**config.mk**
```make
export PLATFORM = sky130hd
export DESIGN_NAME = bws_status_bank
export DESIGN_NICKNAME = d
export VERILOG_FILES = /design/src/shared/bws_pkg.sv /design/src/verilog/bws_status_bank.sv
export SDC_FILE = /design/constraint.sdc
export NUM_CORES = 1
export LEC_CHECK = 0
export ABC_AREA = 1
export BUFFER_PORTS_ARGS = -buffer_cell sky130_fd_sc_hd__buf_4
export CELL_PAD_IN_SITES_DETAIL_PLACEMENT = 1
export CELL_PAD_IN_SITES_GLOBAL_PLACEMENT = 1
export CORE_ASPECT_RATIO = 0.5
export CORE_MARGIN = 2
export CORE_UTILIZATION = 42
export CTS_CLUSTER_DIAMETER = 60
export CTS_CLUSTER_SIZE = 30
export DETAILED_ROUTE_END_ITERATION = 10
export GPL_TIMING_DRIVEN = 0
export PLACE_DENSITY = 0.88
export SYNTH_ARGS = -nofsm -noshare
export SYNTH_HDL_FRONTEND = slang
export SYNTH_SLANG_ARGS = --single-unit
export TNS_END_PERCENT = 5
```
**constraint.sdc**
```tcl
create_clock -name clock -period 1.6 [get_ports clock]
set_input_delay 0.32 -clock clock [delete_from_list [all_inputs] [get_ports clock]]
set_output_delay 0.32 -clock clock [all_outputs]
set_load 0.1 [all_outputs]
```
**src/shared/bws_pkg.sv**
```systemverilog
// Package for the bus, wake and switch status bank.
// Assumes an SPI slave frame of 16 bits, LSB first, addressed by 7 bits.
package bws_pkg;
	// Register addresses (7-bit)
	localparam logic [6:0] ADDR_BUS_COMM = 7'h44;
	localparam logic [6:0] ADDR_WAKE_A = 7'h46;
	localparam logic [6:0] ADDR_WAKE_B = 7'h47;
	localparam logic [6:0] ADDR_LEVELS = 7'h48;
	localparam logic [6:0] ADDR_SW_OVL = 7'h54;
	localparam logic [6:0] ADDR_SW_OPEN = 7'h55;
	// Frame layout
	localparam int FRAME_BITS = 16;
	localparam int ADDR_BITS = 7;
	localparam int MODE_BIT = 7;
	localparam int DATA_LSB = 8;
	// Field positions, bus status
	localparam int BUS_UV_POS = 0;
	localparam int BUS_FAIL_LSB = 1;
	localparam int BUS_SWK_SYSTEM_ERROR_BIT_POS = 3;
	localparam int BUS_TO_POS = 4;
	// Field positions, wake status and level register
	localparam int WKA_BUS_POS = 5;
	localparam int WKA_TIMER_POS = 4;
	localparam int WKB_GP_LSB = 4;
	localparam int LVL_GP_LSB = 4;
	localparam int LVL_PULLUP_POS = 6;
	localparam int LVL_DEV_POS = 7;
	// Failure codes
	localparam logic [1:0] FAIL_NONE = 2'h0;
	localparam logic [1:0] FAIL_TSD = 2'h1;
	localparam logic [1:0] FAIL_TXD_DOM = 2'h2;
	localparam logic [1:0] FAIL_BUS_DOM = 2'h3;
	localparam logic [7:0] RESET_VALUE = 8'h00;
	// Transmitter enable time
	localparam int TX_EN_TIME_NS = 4000;
	localparam int CLK_PERIOD_NS = 4;
	localparam int TX_EN_CYCLES = (TX_EN_TIME_NS + CLK_PERIOD_NS - 1)
		/ CLK_PERIOD_NS;
	// CAN transceiver mode
	typedef enum logic [1:0] {
		BWS_CAN_OFF,
		BWS_CAN_WAKE,
		BWS_CAN_RXONLY,
		BWS_CAN_NORMAL
	} bws_can_mode_t;
	// CAN fault events from the analog front end
	typedef struct packed {
		logic thermal_shutdown;
		logic txd_dominant_timeout;
		logic bus_dominant_timeout;
		logic supply_undervoltage;
	} bws_can_evt_t;
	// Wake events
	typedef struct packed {
		logic bus;
		logic timer;
		logic [2:0] wake_in;
		logic [1:0] gp_pin;
	} bws_wake_evt_t;
endpackage

```
**src/verilog/bws_status_bank.sv**
```systemverilog
// Status register bank of bus, wake and switch flags behind an SPI slave.
// Assumes analog events arrive synchronous to clock; SPI pins are async.
`timescale 1ns/1ns
module bws_status_bank #(
	parameter int NUM_SW = 4,
	parameter int TX_EN_CNT = bws_pkg::TX_EN_CYCLES
) (
	input wire logic clock,
	input wire logic resetn,
	input wire logic spi_clk,
	input wire logic spi_csn,
	input wire logic spi_sdi,
	output logic spi_sdo,
	output logic spi_sdo_oen,
	input wire bws_pkg::bws_can_evt_t can_evt,
	input wire bws_pkg::bws_can_mode_t can_mode,
	input wire logic can_txd,
	input wire logic can_bus_recessive,
	input wire logic selective_wake,
	input wire logic swk_config_error,
	input wire logic swk_counter_overflow,
	input wire logic can_silence_flag,
	input wire logic can_timeout_irq_mask,
	input wire logic irq_mode_active,
	input wire logic irq_pin_level,
	output logic irq_request,
	output logic can_tx_enable,
	output logic swk_enable_allowed,
	input wire bws_pkg::bws_wake_evt_t wake_evt,
	input wire bws_pkg::bws_wake_evt_t failsafe_exit_wake,
	input wire logic fail_output_test_pin,
	input wire logic int_pullup_present,
	input wire logic [2:0] wake_input_sample,
	input wire logic wake_sample_strobe,
	input wire logic [1:0] gp_pin_level_in,
	input wire logic [1:0] gp_pin_refresh,
	input wire logic [NUM_SW-1:0] sw_overload_evt,
	input wire logic [NUM_SW-1:0] sw_openload_evt
);
	////////////////////////////////////////////////////////////////////////
	// SPI pin synchronisers and edge detection
	logic [1:0] sclk_s_r, csn_s_r, sdi_s_r;
	logic sclk_d_r;
	always_ff @(posedge clock or negedge resetn) begin
		if (!resetn) begin
			sclk_s_r <= 2'h0;
			csn_s_r <= 2'h3;
			sdi_s_r <= 2'h0;
			sclk_d_r <= 1'b0;
		end else begin
			sclk_s_r <= {sclk_s_r[0], spi_clk};
			csn_s_r <= {csn_s_r[0], spi_csn};
			sdi_s_r <= {sdi_s_r[0], spi_sdi};
			sclk_d_r <= sclk_s_r[1];
		end
	end
	wire sclk_rise = sclk_s_r[1] & ~sclk_d_r;
	wire sclk_fall = ~sclk_s_r[1] & sclk_d_r;
	wire cs_active = ~csn_s_r[1];

	////////////////////////////////////////////////////////////////////////
	// Frame shifter: bits 0..6 address, bit 7 mode, 8..15 data
	logic [4:0] bit_cnt_r;
	logic [6:0] addr_r;
	logic [7:0] shadow_r;
	logic mode_r;
	logic clear_pulse_r;
	logic [7:0] read_mux;
	wire addr_done = cs_active & sclk_rise
		& (bit_cnt_r == 5'(bws_pkg::ADDR_BITS - 1));
	wire mode_take = cs_active & sclk_rise
		& (bit_cnt_r == 5'(bws_pkg::MODE_BIT));
	wire frame_end = cs_active & sclk_rise
		& (bit_cnt_r == 5'(bws_pkg::FRAME_BITS - 1));
	wire [6:0] addr_full = {sdi_s_r[1], addr_r[6:1]};
	always_ff @(posedge clock or negedge resetn) begin
		if (!resetn) begin
			bit_cnt_r <= 5'h0;
			addr_r <= 7'h00;
			mode_r <= 1'b0;
		end else if (!cs_active) begin
			bit_cnt_r <= 5'h0;
		end else if (sclk_rise) begin
			bit_cnt_r <= bit_cnt_r + 5'h1;
			if (bit_cnt_r < 5'(bws_pkg::ADDR_BITS))
				addr_r <= addr_full;
			if (mode_take)
				mode_r <= sdi_s_r[1];
		end
	end
	// Shadow captured before any clear so the old value is sent
	always_ff @(posedge clock or negedge resetn) begin
		if (!resetn)
			shadow_r <= 8'h00;
		else if (addr_done)
			shadow_r <= read_mux;
		else if (cs_active && sclk_fall && bit_cnt_r > 5'(bws_pkg::DATA_LSB))
			shadow_r <= {1'b0, shadow_r[7:1]};
	end
	// One clear pulse at end of a read/clear frame
	always_ff @(posedge clock or negedge resetn) begin
		if (!resetn)
			clear_pulse_r <= 1'b0;
		else
			clear_pulse_r <= frame_end & mode_r;
	end
	// SDO: data byte LSB first in bits 8..15, zero before
	always_ff @(posedge clock or negedge resetn) begin
		if (!resetn)
			spi_sdo <= 1'b0;
		else
			spi_sdo <= (bit_cnt_r >= 5'(bws_pkg::DATA_LSB)) & shadow_r[0];
	end
	assign spi_sdo_oen = ~cs_active;

	wire clr_bus = clear_pulse_r & (addr_r == bws_pkg::ADDR_BUS_COMM);
	wire clr_wka = clear_pulse_r & (addr_r == bws_pkg::ADDR_WAKE_A);
	wire clr_wkb = clear_pulse_r & (addr_r == bws_pkg::ADDR_WAKE_B);
	wire clr_ovl = clear_pulse_r & (addr_r == bws_pkg::ADDR_SW_OVL);
	wire clr_opn = clear_pulse_r & (addr_r == bws_pkg::ADDR_SW_OPEN);

	////////////////////////////////////////////////////////////////////////
	// CAN fault status
	logic [1:0] fail_code_r;
	logic can_supply_undervoltage_bit_r;
	logic swk_system_error_bit_r;
	logic can_timeout_flag_r;
	logic txd_fault_r, bus_fault_r;
	logic tx_block_r;
	logic [$clog2(TX_EN_CNT+1)-1:0] txd_high_cnt_r;
	wire can_active = (can_mode == bws_pkg::BWS_CAN_NORMAL)
		| (can_mode == bws_pkg::BWS_CAN_RXONLY);
	wire can_idle = (can_mode == bws_pkg::BWS_CAN_WAKE)
		| (can_mode == bws_pkg::BWS_CAN_OFF);
	wire uv_evt = can_evt.supply_undervoltage & can_active;
	wire any_fault = can_evt.thermal_shutdown | can_evt.txd_dominant_timeout
		| can_evt.bus_dominant_timeout | uv_evt;
	// Failure code, latest event by priority; set wins over clear
	wire [1:0] fail_nxt = can_evt.bus_dominant_timeout ? bws_pkg::FAIL_BUS_DOM
		: can_evt.txd_dominant_timeout ? bws_pkg::FAIL_TXD_DOM
		: can_evt.thermal_shutdown ? bws_pkg::FAIL_TSD
		: clr_bus ? bws_pkg::FAIL_NONE : fail_code_r;
	always_ff @(posedge clock or negedge resetn) begin
		if (!resetn) begin
			fail_code_r <= bws_pkg::FAIL_NONE;
			can_supply_undervoltage_bit_r <= 1'b0;
			swk_system_error_bit_r <= 1'b0;
		end else begin
			fail_code_r <= fail_nxt;
			can_supply_undervoltage_bit_r <= uv_evt
				| (can_supply_undervoltage_bit_r & ~clr_bus);
			swk_system_error_bit_r <= (selective_wake
				& (swk_config_error | swk_counter_overflow))
				| (swk_system_error_bit_r & ~clr_bus);
		end
	end
	assign swk_enable_allowed = ~swk_system_error_bit_r;

	// Fault recovery and transmitter enable timing
	always_ff @(posedge clock or negedge resetn) begin
		if (!resetn) begin
			txd_fault_r <= 1'b0;
			bus_fault_r <= 1'b0;
			tx_block_r <= 1'b0;
			txd_high_cnt_r <= '0;
		end else begin
			if (can_evt.txd_dominant_timeout)
				txd_fault_r <= 1'b1;
			else if (can_txd || can_idle)
				txd_fault_r <= 1'b0;
			if (can_evt.bus_dominant_timeout)
				bus_fault_r <= 1'b1;
			else if (can_bus_recessive || can_idle)
				bus_fault_r <= 1'b0;
			if (any_fault || !can_txd)
				txd_high_cnt_r <= '0;
			else if (txd_high_cnt_r != TX_EN_CNT[$bits(txd_high_cnt_r)-1:0])
				txd_high_cnt_r <= txd_high_cnt_r + 1'b1;
			if (any_fault)
				tx_block_r <= 1'b1;
			else if (txd_high_cnt_r == TX_EN_CNT[$bits(txd_high_cnt_r)-1:0]
				&& !txd_fault_r && !bus_fault_r
				&& !(can_evt.supply_undervoltage && can_active))
				tx_block_r <= 1'b0;
		end
	end
	assign can_tx_enable = ~tx_block_r & can_active
		& ~(can_evt.supply_undervoltage & can_active);

	// Timeout flag with clear held off until interrupt falling edge
	logic irq_s0_r, irq_s1_r, irq_d_r;
	logic to_clear_ok_r;
	always_ff @(posedge clock or negedge resetn) begin
		if (!resetn) begin
			irq_s0_r <= 1'b1;
			irq_s1_r <= 1'b1;
			irq_d_r <= 1'b1;
		end else begin
			irq_s0_r <= irq_pin_level;
			irq_s1_r <= irq_s0_r;
			irq_d_r <= irq_s1_r;
		end
	end
	wire irq_fall = ~irq_s1_r & irq_d_r;
	wire to_set = selective_wake & can_silence_flag;
	always_ff @(posedge clock or negedge resetn) begin
		if (!resetn) begin
			can_timeout_flag_r <= 1'b0;
			to_clear_ok_r <= 1'b0;
		end else begin
			if (to_set)
				can_timeout_flag_r <= 1'b1;
			else if (clr_bus && to_clear_ok_r)
				can_timeout_flag_r <= 1'b0;
			if (to_set && !can_timeout_flag_r)
				to_clear_ok_r <= 1'b0;
			else if (irq_fall)
				to_clear_ok_r <= 1'b1;
		end
	end
	assign irq_request = can_timeout_flag_r & can_timeout_irq_mask
		& irq_mode_active;

	////////////////////////////////////////////////////////////////////////
	// Wake latches
	bws_pkg::bws_wake_evt_t wake_r;
	wire bws_pkg::bws_wake_evt_t wake_set = wake_evt | failsafe_exit_wake;
	always_ff @(posedge clock or negedge resetn) begin
		if (!resetn)
			wake_r <= '0;
		else begin
			wake_r.bus <= wake_set.bus | (wake_r.bus & ~clr_wka);
			wake_r.timer <= wake_set.timer | (wake_r.timer & ~clr_wka);
			wake_r.wake_in <= wake_set.wake_in
				| (wake_r.wake_in & {3{~clr_wka}});
			wake_r.gp_pin <= wake_set.gp_pin
				| (wake_r.gp_pin & {2{~clr_wkb}});
		end
	end

	////////////////////////////////////////////////////////////////////////
	// Level register
	logic [2:0] wake_level_r;
	logic [1:0] gp_level_r;
	logic dev_s0_r, dev_s1_r, pu_s0_r, pu_s1_r;
	always_ff @(posedge clock or negedge resetn) begin
		if (!resetn) begin
			wake_level_r <= 3'h0;
			dev_s0_r <= 1'b0;
			dev_s1_r <= 1'b0;
			pu_s0_r <= 1'b0;
			pu_s1_r <= 1'b0;
		end else begin
			if (wake_sample_strobe)
				wake_level_r <= wake_input_sample;
			dev_s0_r <= fail_output_test_pin;
			dev_s1_r <= dev_s0_r;
			pu_s0_r <= int_pullup_present;
			pu_s1_r <= pu_s0_r;
		end
	end
	// Per-pin GPIO level refresh
	genvar g;
	generate
		for (g = 0; g < 2; g++) begin : g_gp
			always_ff @(posedge clock or negedge resetn) begin
				if (!resetn)
					gp_level_r[g] <= 1'b0;
				else if (gp_pin_refresh[g])
					gp_level_r[g] <= gp_pin_level_in[g];
			end
		end
	endgenerate

	////////////////////////////////////////////////////////////////////////
	// High-side switch flags
	logic [NUM_SW-1:0] ovl_r, opn_r;
	always_ff @(posedge clock or negedge resetn) begin
		if (!resetn) begin
			ovl_r <= '0;
			opn_r <= '0;
		end else begin
			ovl_r <= sw_overload_evt | (ovl_r & {NUM_SW{~clr_ovl}});
			opn_r <= sw_openload_evt | (opn_r & {NUM_SW{~clr_opn}});
		end
	end

	////////////////////////////////////////////////////////////////////////
	// Read data, reserved bits zero
	wire [7:0] rd_bus = {3'h0, can_timeout_flag_r, swk_system_error_bit_r,
		fail_code_r, can_supply_undervoltage_bit_r};
	wire [7:0] rd_wka = {2'h0, wake_r.bus, wake_r.timer, 1'b0,
		wake_r.wake_in};
	wire [7:0] rd_wkb = {2'h0, wake_r.gp_pin, 4'h0};
	wire [7:0] rd_lvl = {dev_s1_r, pu_s1_r, gp_level_r, 1'b0,
		wake_level_r};
	wire [7:0] rd_ovl = 8'(ovl_r);
	wire [7:0] rd_opn = 8'(opn_r);
	always_comb begin
		case (addr_full)
			bws_pkg::ADDR_BUS_COMM: read_mux = rd_bus;
			bws_pkg::ADDR_WAKE_A: read_mux = rd_wka;
			bws_pkg::ADDR_WAKE_B: read_mux = rd_wkb;
			bws_pkg::ADDR_LEVELS: read_mux = rd_lvl;
			bws_pkg::ADDR_SW_OVL: read_mux = rd_ovl;
			bws_pkg::ADDR_SW_OPEN: read_mux = rd_opn;
			default: read_mux = bws_pkg::RESET_VALUE;
		endcase
	end
endmodule

```
; ---- After elaboration in Yosys (flattened, before gate mapping)
; Cells that the tools add are included.
[totals]
reg_bits = 76
input_bits = 52
output_inout_bits = 5
[op_classes]
n_addsub = 2
order_cmp = 3
n_eq_ne = 19
n_mux = 21
n_bitwise = 56
n_reduce_logical = 28
[op_table]
columns = cell, count
row1 = $eq 7x7->1 const B, 11
row2 = $pmux 8 s6, 1
row3 = $and 1x1->1, 25
row4 = $mux 10, 2
row5 = $mux 8, 2
row6 = $reduce_bool 2->1, 8
row7 = $not 1->1, 12
row8 = $add 10x1->10 const B, 1
row9 = $eq 10x10->1 const B, 1
row10 = $eq 5x3->1 const B, 2
row11 = $mux 1, 10
row12 = $mux 5, 2
row13 = $ne 10x10->1 const B, 1
row14 = $or 1x1->1, 10
row15 = $and 4x4->4, 2
row16 = $logic_and 1x1->1, 8
row17 = $mux 2, 4
row18 = $or 4x4->4, 2
row19 = $or 7x7->7, 1
row20 = $reduce_and 3->1, 2
row21 = $add 5x1->5 const B, 1
row22 = $eq 5x4->1 const B, 1
row23 = $ge 5x4->1 const B, 1
row24 = $gt 5x4->1 const B, 1
row25 = other kinds (11), 18

; ---- Longest topological paths before layout
[depth]
ltp_word = 7
depth_mapped = 10
depth_no_buf = 10

; ---- Worst setup path after synthesis
; OpenSTA, ideal clock, no wires.
[synth_timing]
kind = register to output
start = reg tx_block_r
end = out can_tx_enable
arrival_ns = 2.424
setup_slack_ns = -1.144
path_stages_with_launch = 2
path_buffers = 0
cell_sequence = dfrtp_1 -> nor3_1
[synth_via]
elab_chain_len = 3
[synth_rtl]
columns = element, line_no
row1 = "start, declared", bws_status_bank.sv:129  ; logic tx_block_r;
row2 = "start signal, assigned", bws_status_bank.sv:164  ; tx_block_r <= 1'b0;
row3 = "start signal, assigned", bws_status_bank.sv:180  ; tx_block_r <= 1'b1;
row4 = "start signal, assigned", bws_status_bank.sv:184  ; tx_block_r <= 1'b0;
row5 = $not 1->1, bws_status_bank.sv:187  ; assign can_tx_enable = ~tx_block_r & can_active
row6 = $and 1x1->1, bws_status_bank.sv:187
row7 = $and 1x1->1, bws_status_bank.sv:188  ; & ~(can_evt.supply_undervoltage & can_active);
row8 = "end, declared", bws_status_bank.sv:27  ; output logic can_tx_enable,
; No other way between the ends.

; ---- Final worst setup path
[layout_timing]
start = reg sclk_s_r[1]
end = reg shadow_r[4]
[layout_via]
elab_chain_len = 5
elab_cells_between_ends = 9
cone_classes = 1 x mux / 5 x bitwise / 3 x reduce/logical
[layout_rtl]
columns = element, line_no
row1 = "start, declared", bws_status_bank.sv:42  ; logic [1:0] sclk_s_r, csn_s_r, sdi_s_r;
row2 = "start signal, assigned", bws_status_bank.sv:51  ; sclk_s_r <= {sclk_s_r[0], spi_clk};
row3 = "parallel branches: the longest is 5 deep, another holds $mux 8", --
row4 = "end signal, assigned", bws_status_bank.sv:96  ; shadow_r <= read_mux;
row5 = "end signal, assigned", bws_status_bank.sv:98  ; shadow_r <= {1'b0, shadow_r[7:1]};
row6 = "end, declared", bws_status_bank.sv:65  ; logic [7:0] shadow_r;
; Parallel ways; which one is timed is not known.
; A chain may end at the register's enable or synchronous reset.

==> results.ini <==
[floorplan]
io_pins=57
rows=23
start_util=0.4299
die_y_um=67.76
dieArea_um2=8911
fp.dieW_um=131.5
core_area_um2=7943

[yosys]
synth_top_area_frac=0.5203
ys_seq_area_frac=0.5588
yosysWarnings=0
syn_avg_cell_area_um2=9.355
synthSimpleGateAreaFrac=0.2276
synth_nets=423
synth_top_family_by_area=simple AND/OR/NAND/NOR gates
synth-adder-area-share=0.02199
yosys.area.top_type=dfrtp_1
syn_inst=365
synth_compound_area_frac=0.1066
synth_area_leaders=dfrtp_1 52%, nand2_1 8.5%, nand3_1 5.6%
synth_cell_type_count=39
synth-xor-area-share=0.007695
synthMuxAreaShare=0.01649
synth_seq_cells=76
syn_area_um2=3415

[cts]
hold_buffers=0
cts_tree=yes
insertion_delay_ns=0.35
clkTransAtPathRegs_ns=0.06
htree_levels=3
cts_buffers=9
clk_path_buf_depth=2
clock-root-buffer=clkbuf_16
cts.sinks=76

[grt]
grt_max_degree=77
grt_pass1_wl_um=15870
antenna_found_initial=0
gr-total-overflow=0
grt_pass1_vias=3144
grt_usage=0.2386

[sta]
post-route-period-util=1.005
skew_ns=0.01028
setup_viol_count_final=1
worstMarginPinSlew_ns=0.9796
setup-tns-final_ns=-0.007283
drv_slew=0
min_period_ns=1.607
max_freq_mhz=622.2
slew_headroom=0.3469
fin_ws_ns=-0.007283
hold_violations=0
rsz0062_at_grt=true

[critical_path]
cp_max_fo=8
crit_arrival_ns=1.83
cp_slowest_stage_delay_ns=0.41
crit_chain=nor4_2, nand2_2, nand2_4, clkinvlp_4, nand2_1, nand2_1
path_delay_family=simple AND/OR/NAND/NOR gates
critPathLaunchType=flop
worstPathBufferInverterCount=1
crit_required_ns=1.83
cp_common_cell=nand2_1
worst_path_max_delay_cell=dfrtp_1
worstSetupPathType=flop to flop
cp-end-kind=flop

[layout]
drive_gt1_frac=0.2825
area_growth_pct=30.63
antenna_cells=0
postLayoutCoreUtil=0.5616
fill_cells=907
layout.nets=499
instances_no_fill=558

[routing]
drt_iter0_markers=141
vias_per_cell=5.289
firstDrtPassIters=4
wl_per_cell_um=18.90
drt.antenna.violating_nets=0
drc=0
wl_um=10550
vias=2951

[pwr]
p_per_area_nw_per_um2=1130
p_leak_nw=2.168
power_mw=5.041
peakVddDrop_v=0.0005615

[placement]
dpl_worst_slack_ns=-0.04701
numPortBuffers=55
dp_hpwl_um=6449
gp_congestion=0.8090
dpl.cell_count=532

[job]
maxCapViolations=0

[run_status]
violations=negative setup slack
status=finished, violations left

[hold_path]
min_path_type=input pin to flop

repair_timing:
action                     4_1_cts  5_1_grt
buffers inserted                 0        9
setup endpoints to repair       11       18
gates cloned                     0        1
pin swaps                        1        6
resized for setup                5       16
hold endpoints to repair         0        0
sequential cells by signal, summed over array words and instances (netlist names), 3 cells and up:
signal,cells
shadow_r,8
txd_high_cnt_r,10
rd_wka,5
bit_cnt_r,5
ovl_r,4
addr_r,7
opn_r,4
wake_level_r,3
area by class of cell:
class                      instances  area (um^2)  area share
sequential                        76         1909      0.4281
multi-input combinational        237         1374      0.3080
timing repair buffer              64        480.5      0.1077
clock buffer                      11        242.7     0.05442
inverter                          50        191.4     0.04292
tap                              112        140.1     0.03142
clock inverter                     5        100.1     0.02244
buffer                             3        22.52    0.005049
routing by layer:
layer	track usage	routed length, um
met1	0.2749	4334
met2	0.4241	5306
met3	0.05706	526
met4	0.1359	380
met5	0	0
where the power goes:
part,total (mW),leakage (nW),internal (mW),switching [mW]
Clock,2.37,0.169,1.56,0.809
Sequential,2.09,0.888,2.01,0.0807
Combinational,0.583,1.11,0.225,0.358
path summary, 6_finish.rpt:
check,start,to,slack (ns),cells past startpoint
setup / recovery,sclk_s_r[1],shadow_r[4],-0.007,6
hold reg to reg,sclk_s_r[0],sclk_s_r[1],0.36,0
hold / removal,spi_sdi,sdi_s_r[0],0.08,1
min in group asynchronous,resetn,sclk_s_r[0],0.13,1
setup reg to reg,sclk_s_r[1],shadow_r[4],-0.007,6
max in group asynchronous,resetn,bit_cnt_r[3],0.78,1
cell usage after synthesis, drive strengths merged:
cell type	number
a211o	7
a21boi	1
a21oi	10
a22o	1
a31oi	1
and2	1
and3	2
buf	2
clkbuf	1
dfrtp	71
dfstp	5
ha	6
inv	50
mux2	5
nand2	79
nand3	38
nand3b	1
nand4	4
nor2	27
nor3	9
nor4	2
o211ai	1
o21ai	24
o21bai	11
o22ai	2
o31ai	1
xnor2	2
xor2	1
per-stage QoR:
step           cell area [um^2]  hold slack [ns]
4_1_cts                    4344          0.07416
5_1_grt                    4461          0.07539
3_5_place_dp               3979           0.3405
3_3_place_gp               3979           0.3330
2_1_floorplan              3426          0.02441
6_report                   4461          0.08032
cells by family after synthesis:
kind of cell | after synthesis
AOI/OAI and AO/OA | 59
xor gates and xnor gates | 3
adders and majority gates | 6
buffers and inverters | 53
DFF | 76
muxes | 5
and+or+nand+nor | 163
placed cells by master, fill, tap and decap left out, drive strengths merged, types with 2 or more instances in the layout:
| cell type | count |
|---|---|
| dfrtp | 71 |
| mux2 | 5 |
| a211o | 7 |
| and3 | 2 |
| nand3 | 38 |
| clkinv | 2 |
| o22ai | 2 |
| nand2 | 79 |
| bufinv | 3 |
| dfstp | 5 |
| inv | 49 |
| o21ai | 24 |
| nor2 | 28 |
| o21bai | 11 |
| ha | 6 |
| nor3 | 9 |
| nor4 | 2 |
| a21oi | 10 |
| xnor2 | 2 |
| buf | 66 |
| nand4 | 4 |
| clkbuf | 12 |
worst reg2reg max path, stage by stage (launching register included):
cell	delay (ns)
dfrtp_1	0.41
nor4_2	0.38
nand2_2	0.14
nand2_4	0.14
clkinvlp_4	0.18
nand2_1	0.15
nand2_1	0.08
Note: power is estimated with default switching activity, not from simulation.
